$ cat src/rtl/dssi_pkg.sv
package dssi_pkg;

	// ----------------------------------------
	// Register map
	// ----------------------------------------
	localparam int REG_W = 16;
	localparam int ADDR_W = 16;
	localparam logic [15:0] ADDR_PLL_FB_DIV = 16'hF000;
	localparam logic [15:0] ADDR_PLL_IN_DIV = 16'hF001;
	localparam logic [15:0] ADDR_CORE_CLK_SRC = 16'hF002;
	localparam logic [15:0] ADDR_PLL_RUN = 16'hF003;
	localparam logic [15:0] ADDR_PLL_LOCK = 16'hF004;
	localparam logic [15:0] ADDR_CLK_OUT = 16'hF005;
	localparam logic [15:0] ADDR_MAIN_PWR = 16'hF050;
	localparam logic [15:0] ADDR_AUX_PWR = 16'hF051;
	localparam logic [15:0] ADDR_SLEEP = 16'hF400;
	localparam logic [15:0] ADDR_PULSE_SEL = 16'hF401;
	localparam logic [15:0] ADDR_LAUNCH = 16'hF402;
	localparam logic [15:0] ADDR_HALT = 16'hF403;
	localparam logic [15:0] ADDR_ENTRY = 16'hF404;
	localparam logic [15:0] ADDR_RESTART = 16'hF890;

	// ----------------------------------------
	// Reset values and field codes
	// ----------------------------------------
	localparam logic [15:0] RST_PLL_FB_DIV = 16'h0060;
	localparam logic [15:0] RST_ZERO = 16'h0000;
	localparam logic [15:0] RST_RESTART = 16'h0001;
	localparam logic [15:0] PULSE_INTERNAL = 16'h0002;
	localparam int BIT_EN = 0;
	localparam int CLKOUT_RATE_LSB = 1;
	localparam int CLKOUT_RATE_MSB = 2;
	localparam int PREDIV_MSB = 1;
	localparam int SPI_TOGGLES = 3;

	// ----------------------------------------
	// Timing
	// ----------------------------------------
	localparam int CLK_FREQ_MHZ = 100;
	localparam int SOFT_WAIT_NS = 650;
	localparam int SOFT_WAIT_CYC = (SOFT_WAIT_NS * CLK_FREQ_MHZ + 999) / 1000;
	localparam int LOCK_TIME_US = 10666;
	localparam int LOCK_CYC = LOCK_TIME_US * CLK_FREQ_MHZ;
	localparam int LOCK_CNT_W = 21;
	localparam int FRAME_RATE_HZ = 48000;
	localparam int FRAME_CYC = CLK_FREQ_MHZ * 1000000 / FRAME_RATE_HZ;
	localparam int FRAME_CNT_W = 12;
	localparam int WAIT_CNT_W = 8;

	typedef enum logic {CORE_STOPPED, CORE_RUNNING} dssi_core_t;

endpackage : dssi_pkg

$ cat src/rtl/dssi_pll_lock.sv
`timescale 1ns/1ps
`default_nettype none
module dssi_pll_lock
	import dssi_pkg::*;
#(
	parameter int LOCK_CYCLES = LOCK_CYC
) (
	input wire logic mclk,
	input wire logic nrst,
	input wire logic start,
	input wire logic stop,
	output logic locking,
	output logic locked
);

	logic [LOCK_CNT_W-1:0] cnt_reg;

	// Lock attempt timer
	always_ff @(posedge mclk or negedge nrst) begin
		if (!nrst) begin
			cnt_reg <= '0;
			locking <= 1'b0;
			locked <= 1'b0;
		end else if (stop) begin
			locking <= 1'b0;
			locked <= 1'b0;
		end else if (start) begin
			cnt_reg <= '0;
			locking <= 1'b1;
			locked <= 1'b0;
		end else if (locking) begin
			if (cnt_reg == LOCK_CNT_W'(LOCK_CYCLES - 1)) begin
				locking <= 1'b0;
				locked <= 1'b1;
			end
			cnt_reg <= cnt_reg + 1'b1;
		end
	end

endmodule : dssi_pll_lock
`default_nettype wire

$ cat src/rtl/dssi_spi_entry.sv
`timescale 1ns/1ps
`default_nettype none
module dssi_spi_entry
	import dssi_pkg::*;
(
	input wire logic mclk,
	input wire logic nrst,
	input wire logic select_or_addr_pin,
	output logic spi_mode
);

	logic pin_prev_reg;
	logic [1:0] rise_cnt_reg;
	logic rise;

	assign rise = select_or_addr_pin & ~pin_prev_reg;

	always_ff @(posedge mclk or negedge nrst) begin
		if (!nrst) begin
			pin_prev_reg <= 1'b1;
		end else begin
			pin_prev_reg <= select_or_addr_pin;
		end
	end

	// Counting low-to-high toggles
	always_ff @(posedge mclk or negedge nrst) begin
		if (!nrst) begin
			rise_cnt_reg <= 2'h0;
			spi_mode <= 1'b0;
		end else if (rise && !spi_mode) begin
			if (rise_cnt_reg == 2'(SPI_TOGGLES - 1)) begin
				spi_mode <= 1'b1;
			end
			rise_cnt_reg <= rise_cnt_reg + 2'h1;
		end
	end

endmodule : dssi_spi_entry
`default_nettype wire

$ cat src/rtl/dssi_startup.sv
// Overview of operation
// - Three low-high toggles of the select pin switch the port to SPI.
// - Restart 0 enters soft reset, 1 exits; then 650 ns before accesses.
// - Halt write of 1 stops the core; core_running falls 2 cycles after the write.
// - Feedback divider defaults to 96; host sets it before PLL run.
// - Input divider code 2 divides the master clock by 4.
// - Clock source 1 runs the core from the PLL output.
// - Clock output value 5 enables the clock output pin.
// - Main power gating 0x4FFF powers all but clock generator 3.
// - Aux power gating 0 powers down mic, S/PDIF and aux ADC.
// - Entry point register sets where execution begins at launch.
// - Pulse select 2 triggers each run from an internal frame pulse.
// - Core cannot start until the halt is released with 0.
// - Core starts on a low-to-high transition of the launch register.
// - Lock status bit 0 rises when the PLL has locked.
// - While the PLL locks the control port is inactive; writes fail.
`timescale 1ns/1ps
`default_nettype none
module dssi_startup
	import dssi_pkg::*;
#(
	parameter int LOCK_CYCLES = dssi_pkg::LOCK_CYC
) (
	input wire logic mclk,
	input wire logic nrst,
	input wire logic select_or_addr_pin,
	input wire logic wr_en,
	input wire logic rd_en,
	input wire logic [dssi_pkg::ADDR_W-1:0] addr,
	input wire logic [dssi_pkg::REG_W-1:0] wdata,
	input wire logic ext_frame_pulse,
	output logic [dssi_pkg::REG_W-1:0] rdata,
	output logic rd_valid,
	output logic acc_fail,
	output logic spi_mode,
	output logic pll_locked,
	output logic soft_reset_active,
	output logic hibernate,
	output logic core_running,
	output logic core_frame_start,
	output logic [dssi_pkg::REG_W-1:0] core_pc,
	output logic [dssi_pkg::REG_W-1:0] pll_mult,
	output logic [3:0] pll_prediv,
	output logic core_clk_from_pll,
	output logic clkout_en,
	output logic [1:0] clkout_rate,
	output logic [dssi_pkg::REG_W-1:0] main_power,
	output logic [dssi_pkg::REG_W-1:0] aux_power
);
	import dssi_pkg::*;

	// ----------------------------------------
	// Declarations
	// ----------------------------------------
	logic [REG_W-1:0] pll_feedback_divider_reg;
	logic [REG_W-1:0] pll_input_divider_reg;
	logic [REG_W-1:0] core_clock_source_reg;
	logic [REG_W-1:0] pll_run_control_reg;
	logic [REG_W-1:0] clock_output_control_reg;
	logic [REG_W-1:0] main_power_gating_reg;
	logic [REG_W-1:0] aux_power_gating_reg;
	logic [REG_W-1:0] core_sleep_control_reg;
	logic [REG_W-1:0] frame_pulse_select_reg;
	logic [REG_W-1:0] core_launch_control_reg;
	logic [REG_W-1:0] core_halt_control_reg;
	logic [REG_W-1:0] program_entry_point_reg;
	logic [REG_W-1:0] chip_restart_control_reg;
	logic [WAIT_CNT_W-1:0] wait_cnt_reg;
	logic [FRAME_CNT_W-1:0] frame_cnt_reg;
	logic [REG_W-1:0] rdata_next;
	dssi_core_t core_reg;
	logic pll_locking;
	logic in_soft_reset;
	logic busy;
	logic wr_ok;
	logic rd_ok;
	logic launch_edge;
	logic pll_start;
	logic frame_tick;
	logic trigger;

	// ----------------------------------------
	// Submodules
	// ----------------------------------------
	dssi_spi_entry u_spi (
		.mclk(mclk),
		.nrst(nrst),
		.select_or_addr_pin(select_or_addr_pin),
		.spi_mode(spi_mode)
	);

	dssi_pll_lock #(
		.LOCK_CYCLES(LOCK_CYCLES)
	) u_lock (
		.mclk(mclk),
		.nrst(nrst),
		.start(pll_start),
		.stop(in_soft_reset),
		.locking(pll_locking),
		.locked(pll_locked)
	);

	// ----------------------------------------
	// Access gating
	// ----------------------------------------
	assign in_soft_reset = ~chip_restart_control_reg[BIT_EN];
	assign busy = pll_locking | (wait_cnt_reg != '0);
	assign wr_ok = wr_en & ~busy & (~in_soft_reset | (addr == ADDR_RESTART));
	assign rd_ok = rd_en & ~busy;
	assign pll_start = wr_ok & ~in_soft_reset & (addr == ADDR_PLL_RUN)
		& wdata[BIT_EN];
	assign launch_edge = wr_ok & ~in_soft_reset & (addr == ADDR_LAUNCH)
		& wdata[BIT_EN] & ~core_launch_control_reg[BIT_EN];

	// Wait after leaving soft reset
	always_ff @(posedge mclk or negedge nrst) begin
		if (!nrst) begin
			wait_cnt_reg <= '0;
		end else if (wr_ok && addr == ADDR_RESTART && wdata[BIT_EN]
			&& in_soft_reset) begin
			wait_cnt_reg <= WAIT_CNT_W'(SOFT_WAIT_CYC);
		end else if (wait_cnt_reg != '0) begin
			wait_cnt_reg <= wait_cnt_reg - 1'b1;
		end
	end

	// ----------------------------------------
	// Register writes
	// ----------------------------------------
	always_ff @(posedge mclk or negedge nrst) begin
		if (!nrst) begin
			chip_restart_control_reg <= RST_RESTART;
		end else if (wr_ok && addr == ADDR_RESTART) begin
			chip_restart_control_reg <= wdata;
		end
	end

	always_ff @(posedge mclk or negedge nrst) begin
		if (!nrst) begin
			pll_feedback_divider_reg <= RST_PLL_FB_DIV;
			pll_input_divider_reg <= RST_ZERO;
			core_clock_source_reg <= RST_ZERO;
			pll_run_control_reg <= RST_ZERO;
			clock_output_control_reg <= RST_ZERO;
			main_power_gating_reg <= RST_ZERO;
			aux_power_gating_reg <= RST_ZERO;
			core_sleep_control_reg <= RST_ZERO;
			frame_pulse_select_reg <= RST_ZERO;
			core_launch_control_reg <= RST_ZERO;
			core_halt_control_reg <= RST_ZERO;
			program_entry_point_reg <= RST_ZERO;
		end else if (wr_ok && !in_soft_reset) begin
			unique case (addr)
				ADDR_PLL_FB_DIV: pll_feedback_divider_reg <= wdata;
				ADDR_PLL_IN_DIV: pll_input_divider_reg <= wdata;
				ADDR_CORE_CLK_SRC: core_clock_source_reg <= wdata;
				ADDR_PLL_RUN: pll_run_control_reg <= wdata;
				ADDR_CLK_OUT: clock_output_control_reg <= wdata;
				ADDR_MAIN_PWR: main_power_gating_reg <= wdata;
				ADDR_AUX_PWR: aux_power_gating_reg <= wdata;
				ADDR_SLEEP: core_sleep_control_reg <= wdata;
				ADDR_PULSE_SEL: frame_pulse_select_reg <= wdata;
				ADDR_LAUNCH: core_launch_control_reg <= wdata;
				ADDR_HALT: core_halt_control_reg <= wdata;
				ADDR_ENTRY: program_entry_point_reg <= wdata;
				default: ;
			endcase
		end
	end

	// ----------------------------------------
	// Register reads
	// ----------------------------------------
	always_comb begin
		rdata_next = '0;
		unique case (addr)
			ADDR_PLL_FB_DIV: rdata_next = pll_feedback_divider_reg;
			ADDR_PLL_IN_DIV: rdata_next = pll_input_divider_reg;
			ADDR_CORE_CLK_SRC: rdata_next = core_clock_source_reg;
			ADDR_PLL_RUN: rdata_next = pll_run_control_reg;
			ADDR_PLL_LOCK: rdata_next = {15'h0000, pll_locked};
			ADDR_CLK_OUT: rdata_next = clock_output_control_reg;
			ADDR_MAIN_PWR: rdata_next = main_power_gating_reg;
			ADDR_AUX_PWR: rdata_next = aux_power_gating_reg;
			ADDR_SLEEP: rdata_next = core_sleep_control_reg;
			ADDR_PULSE_SEL: rdata_next = frame_pulse_select_reg;
			ADDR_LAUNCH: rdata_next = core_launch_control_reg;
			ADDR_HALT: rdata_next = core_halt_control_reg;
			ADDR_ENTRY: rdata_next = program_entry_point_reg;
			ADDR_RESTART: rdata_next = chip_restart_control_reg;
			default: rdata_next = '0;
		endcase
	end

	always_ff @(posedge mclk or negedge nrst) begin
		if (!nrst) begin
			rdata <= '0;
			rd_valid <= 1'b0;
			acc_fail <= 1'b0;
		end else begin
			rd_valid <= rd_ok;
			if (rd_ok) begin
				rdata <= rdata_next;
			end
			acc_fail <= (wr_en | rd_en) & busy;
		end
	end

	// ----------------------------------------
	// Core control
	// ----------------------------------------
	always_ff @(posedge mclk or negedge nrst) begin
		if (!nrst) begin
			core_reg <= CORE_STOPPED;
			core_pc <= '0;
		end else begin
			unique case (core_reg)
				CORE_STOPPED: begin
					if (launch_edge && !core_halt_control_reg[BIT_EN]) begin
						core_reg <= CORE_RUNNING;
						core_pc <= program_entry_point_reg;
					end
				end
				CORE_RUNNING: begin
					if (in_soft_reset || core_halt_control_reg[BIT_EN]) begin
						core_reg <= CORE_STOPPED;
					end
				end
			endcase
		end
	end

	// Internal frame pulse generator
	always_ff @(posedge mclk or negedge nrst) begin
		if (!nrst) begin
			frame_cnt_reg <= '0;
		end else if (frame_tick) begin
			frame_cnt_reg <= '0;
		end else begin
			frame_cnt_reg <= frame_cnt_reg + 1'b1;
		end
	end

	assign frame_tick = frame_cnt_reg == FRAME_CNT_W'(FRAME_CYC - 1);
	assign trigger = (frame_pulse_select_reg == PULSE_INTERNAL)
		? frame_tick : ext_frame_pulse;

	always_ff @(posedge mclk or negedge nrst) begin
		if (!nrst) begin
			core_frame_start <= 1'b0;
			core_running <= 1'b0;
		end else begin
			core_frame_start <= (core_reg == CORE_RUNNING) && trigger
				&& !core_halt_control_reg[BIT_EN];
			core_running <= (core_reg == CORE_RUNNING);
		end
	end

	// ----------------------------------------
	// Configuration outputs
	// ----------------------------------------
	always_ff @(posedge mclk or negedge nrst) begin
		if (!nrst) begin
			soft_reset_active <= 1'b0;
			hibernate <= 1'b0;
			pll_mult <= RST_PLL_FB_DIV;
			pll_prediv <= 4'h1;
			core_clk_from_pll <= 1'b0;
			clkout_en <= 1'b0;
			clkout_rate <= 2'h0;
			main_power <= RST_ZERO;
			aux_power <= RST_ZERO;
		end else begin
			soft_reset_active <= in_soft_reset;
			hibernate <= core_sleep_control_reg[BIT_EN];
			pll_mult <= pll_feedback_divider_reg;
			pll_prediv <= 4'h1 << pll_input_divider_reg[PREDIV_MSB:0];
			core_clk_from_pll <= core_clock_source_reg[BIT_EN];
			clkout_en <= clock_output_control_reg[BIT_EN];
			clkout_rate <=
				clock_output_control_reg[CLKOUT_RATE_MSB:CLKOUT_RATE_LSB];
			main_power <= main_power_gating_reg;
			aux_power <= aux_power_gating_reg;
		end
	end
endmodule : dssi_startup
`default_nettype wire

$ cat config.mk
export PLATFORM = sky130hd
export DESIGN_NAME = dssi_startup
export DESIGN_NICKNAME = d
export VERILOG_FILES = /design/src/rtl/dssi_pkg.sv /design/src/rtl/dssi_pll_lock.sv /design/src/rtl/dssi_spi_entry.sv /design/src/rtl/dssi_startup.sv
export SDC_FILE = /design/constraint.sdc
export NUM_CORES = 1
export LEC_CHECK = 0
export ABC_CLOCK_PERIOD_IN_PS = 8200
export BUFFER_PORTS_ARGS = -buffer_cell sky130_fd_sc_hd__buf_2
export CAP_MARGIN = 20
export CORE_MARGIN = 2
export CORE_UTILIZATION = 65
export CTS_BUF_LIST = sky130_fd_sc_hd__clkbuf_8
export DETAILED_ROUTE_END_ITERATION = 10
export PLACE_DENSITY = 0.91
export SLEW_MARGIN = 5
export SYNTH_ARGS = -nofsm -noshare
export SYNTH_HDL_FRONTEND = slang
export SYNTH_SLANG_ARGS = --single-unit
export TNS_END_PERCENT = 30
$ cat constraint.sdc
create_clock -name mclk -period 8.2 [get_ports mclk]
set_clock_uncertainty 0.2 [all_clocks]
set_input_delay 0.82 -clock mclk [delete_from_list [all_inputs] [get_ports mclk]]
set_output_delay 0.82 -clock mclk [all_outputs]
set_load 0.01 [all_outputs]
==> metrics.log <==
[metrics] total of flip-flops plus latches after synthesis: 350
[metrics] first-pass iteration count of the detailed router: 8
[metrics] commonest register cell after synthesis: dfrtp_1
[metrics] vias after detailed routing: roughly 11000
[metrics] most used standard cell by instance count after synthesis: dfrtp_1
[metrics] number of nets produced by synthesis: around 1200
[metrics] clock slew at reported path FFs: 0.07 ns
[metrics] max FFs per register: 21
[metrics] clock latency on the worst-skew pair: 0.60 ns
[metrics] Critical Path RT: 8.49 ns
[metrics] Max H-tree Level: 2
[metrics] final non-filler cell total: ~1600
[metrics] synth cell count leaders: dfrtp_1, mux2_2, nand2_1
[metrics] overall overflow remaining after global route: 0
[metrics] standard cell area after detailed placement: around 16000 um^2
[metrics] internal reg-to-reg setup slack: 4.44 ns
[metrics] Final Hold Slack: -0.007381 ns
[metrics] full die area: 24190 um^2
[metrics] Period Utilization, post-route: 48.46%
[metrics] maximum single-stage delay on the critical path: 1.05 ns
[metrics] Detail Route Antenna Nets: 0
[metrics] worst reg2reg path startpoint: wait_cnt_reg[0]
[metrics] number of setup violations in the final report: 0
[metrics] cell with the largest stage delay on the worst path: nor4b_4
[metrics] worst IR drop on VDD: 0.1320 mV
[metrics] CTS-repair resized insts: 0
[metrics] unrepaired setup endpoints after global routing: false
[metrics] signed area change from the synthesized netlist to the final layout: 14.26%
[metrics] total global-route track usage: about 36%
[metrics] top area cells in the synthesized netlist: dfrtp_1, mux2_2, nand2_1
[metrics] Final GP Congestion: 0.9252
[metrics] share of synthesized registers carrying an async set or reset: between 90% and 100%
[metrics] worst slew slack as a fraction of its limit: 17.52%
[metrics] count of final max-slew check failures: 0
[metrics] CTS tree: built
[metrics] count of flip-flops with a built-in enable after synthesis: 0
[metrics] yosys synthesis warning count: 0
[metrics] number of nets at the end of the flow: approximately 1300
[metrics] combined area of all synthesized cells: 14930 um^2
[metrics] root buffer cell: clkbuf_8
[metrics] number of cell rows: 55
[metrics] count of input and output buffers: 133
[metrics] Pwr per Cell Area: 202.0 nW/um^2
[metrics] layout cell share with drive strength beyond 1: 37.58%
[metrics] post-route worst setup slack: 4.226 ns
[metrics] total I/O pin count: 134
[metrics] initial core utilization: 66.13%
[metrics] total wire length after detailed routing: approximately 44000 um
[metrics] Yosys top cell area share: a little under three fifths
[metrics] upper clock frequency limit: 0.2517 GHz
[metrics] biggest area consumer among synthesized cells: dfrtp_1
[metrics] kind of start point of the critical path: input port
[metrics] number of max-cap violations: 0
[metrics] result of the run: finished with violations
[metrics] R2R depth: 9
[metrics] worst min path class: in2async
[metrics] leakage component of the power: ~8.8 nW
[metrics] cts bufs inserted: 54
[metrics] critical path class: in2reg
[metrics] Post-Route Setup TNS: 0 ns
[metrics] count of distinct cell types in the synthesized netlist: 78
[metrics] hold buffer count at CTS: 0
[metrics] routed len/inst: about 27 um
[metrics] Crit. End Element: flop
[metrics] average instance area after synthesis: 13.14 um^2
[metrics] post-CTS setup buffer count: 0
[metrics] placeable core region: 22570 um^2
[metrics] First DRT Iteration DRCs: 1950
[metrics] Longest Clk Path Bufs: 3
[metrics] worst setup timing slack at the placement stage: 3.980 ns
[metrics] via count of the first global-routing pass: 11630
[metrics] wire length of the first global-routing pass: 66990 um
[metrics] Final HPWL DP: around 26000 um
[metrics] die boundary height: 155.5 um
[metrics] transition time at the pin with the least slew margin: ~1.2 ns
[metrics] violations in the final reports: negative hold slack
[metrics] pin count of the biggest net entering global routing: 185
[metrics] share of synthesized area occupied by flip-flops and latches: 58.74%
[metrics] Finished Cell Area: 17050 um^2
[metrics] critical-path cell list: buf_2 > nor4b_1 > nor4b_4 > a221oi_1 > and4_1 > o21ai_1
[metrics] minimum period implied by the final worst setup slack: 3.974 ns
[metrics] count of clock tree sinks: 350
[metrics] data arrival time at the worst-slack endpoint: around 4.3 ns
[metrics] number of cells produced by synthesis: 1136
[metrics] Crit Reg-Reg Endpoint: aux_power_gating_reg[14]
[metrics] width of the die: 155.5 um
[metrics] dpl cells: 1503
[metrics] crit path max fanout: 15
[metrics] Avg Vias per Cell: roughly 7.1
[metrics] number of remaining DRC errors: 0
[metrics] initial antenna violation count: 4
[metrics] final hold violations: 3
-- layout make-up --
| cell class | instances | area, um^2 |
|---|---|---|
| Fill cell | 1225 | 5518 |
| Multi-Input combinational cell | 707 | 5809 |
| Clock buffer | 80 | 1101 |
| Timing Repair Buffer | 152 | 848.3 |
| Sequential cell | 350 | 8767 |
| Clock inverter | 20 | 120.1 |
| Inverter | 11 | 41.29 |
| Antenna cell | 4 | 10.01 |
| Tap cell | 285 | 356.6 |
-- how the worst max path moves through the flow --
stage	startpoint	end	slack, ns
after floorplan	addr[5]	core_pc[10]	5.19
after CTS	addr[10]	aux_power_gating_reg[14]	4.52
after global routing	addr[10]	rdata[11]	4.18
after global placement	addr[10]	rdata[14]	4.08
final	addr[2]	rdata[11]	4.23
after detailed placement	addr[10]	rdata[14]	3.98
-- layout by cell type (no fill, tap or decap), types with 4 or more instances in the layout --
master and count:
nor2_1 27, a22oi_1 40, dfrtp_1 343, nor2b_1 6
mux2_4 9, a31oi_1 6, clkbuf_8 80, dfstp_2 7
nand2b_1 4, inv_1 22, ha_1 6, nor3_1 15
nor4_2 5, and2_1 6, a21oi_1 7, a221oi_1 9
nand3_2 5, mux2i_1 12, o21ai_0 30, nand2_1 115
nor4_4 10, mux2_2 197, nor4b_1 4, nor4_1 12
buf_4 16, nand3_1 25, o211ai_1 4, nand4_1 7
xnor2_1 10, xor2_1 6, o21ai_1 15, and3_1 12
buf_2 133, a22o_1 14, clkinv_2 5, a222oi_1 16
diode_2 4, and4_1 7
-- routing by layer --
metal	track usage [%]	vias to the layer above	part of all wire (%)
met2	56.03	1060	45
met4	20.62	0	6.4
met1	45.74	5575	35
met3	12.00	303	13
met5	0	-	0
li1	-	4475	-
-- report_power, final --
group	internal (W)	switching, W
combinational	0.0000260	0.0000838
clock	0.000891	0.000704
sequential	0.00174	0.00000496
-- worst max-delay path: cells and delay by family --
kind	cells	cell delay (ns)
AND/OR/NAND/NOR	3	2.47
buffers and inverters	1	0.31
AO/OA/AOI/OAI	2	0.65
-- kinds of logic after synthesis --
logic type,share of synthesized area [%]
flip-flops,58.74
AND/OR/NAND/NOR,12.36
multiplexers,16.72
AO/OA/AOI/OAI,7.939
buffers and inverters,2.800
XOR/XNOR,0.9389
adder cells (fa/ha/maj),0.5030
-- through the flow --
stage / hold WS, ns / utilization [%] / power (W)
after floorplan: 0.1586 / - / 0.001810
after global placement: 0.1689 / 69.92 / 0.001872
after detailed placement: 0.1692 / 69.94 / 0.001877
after CTS: 0.03740 / 75.35 / 0.003438
after global routing: 0.05811 / 75.52 / 0.003533
final: -0.007381 / 75.55 / 0.003445
(Power assumes the default switching activity.)
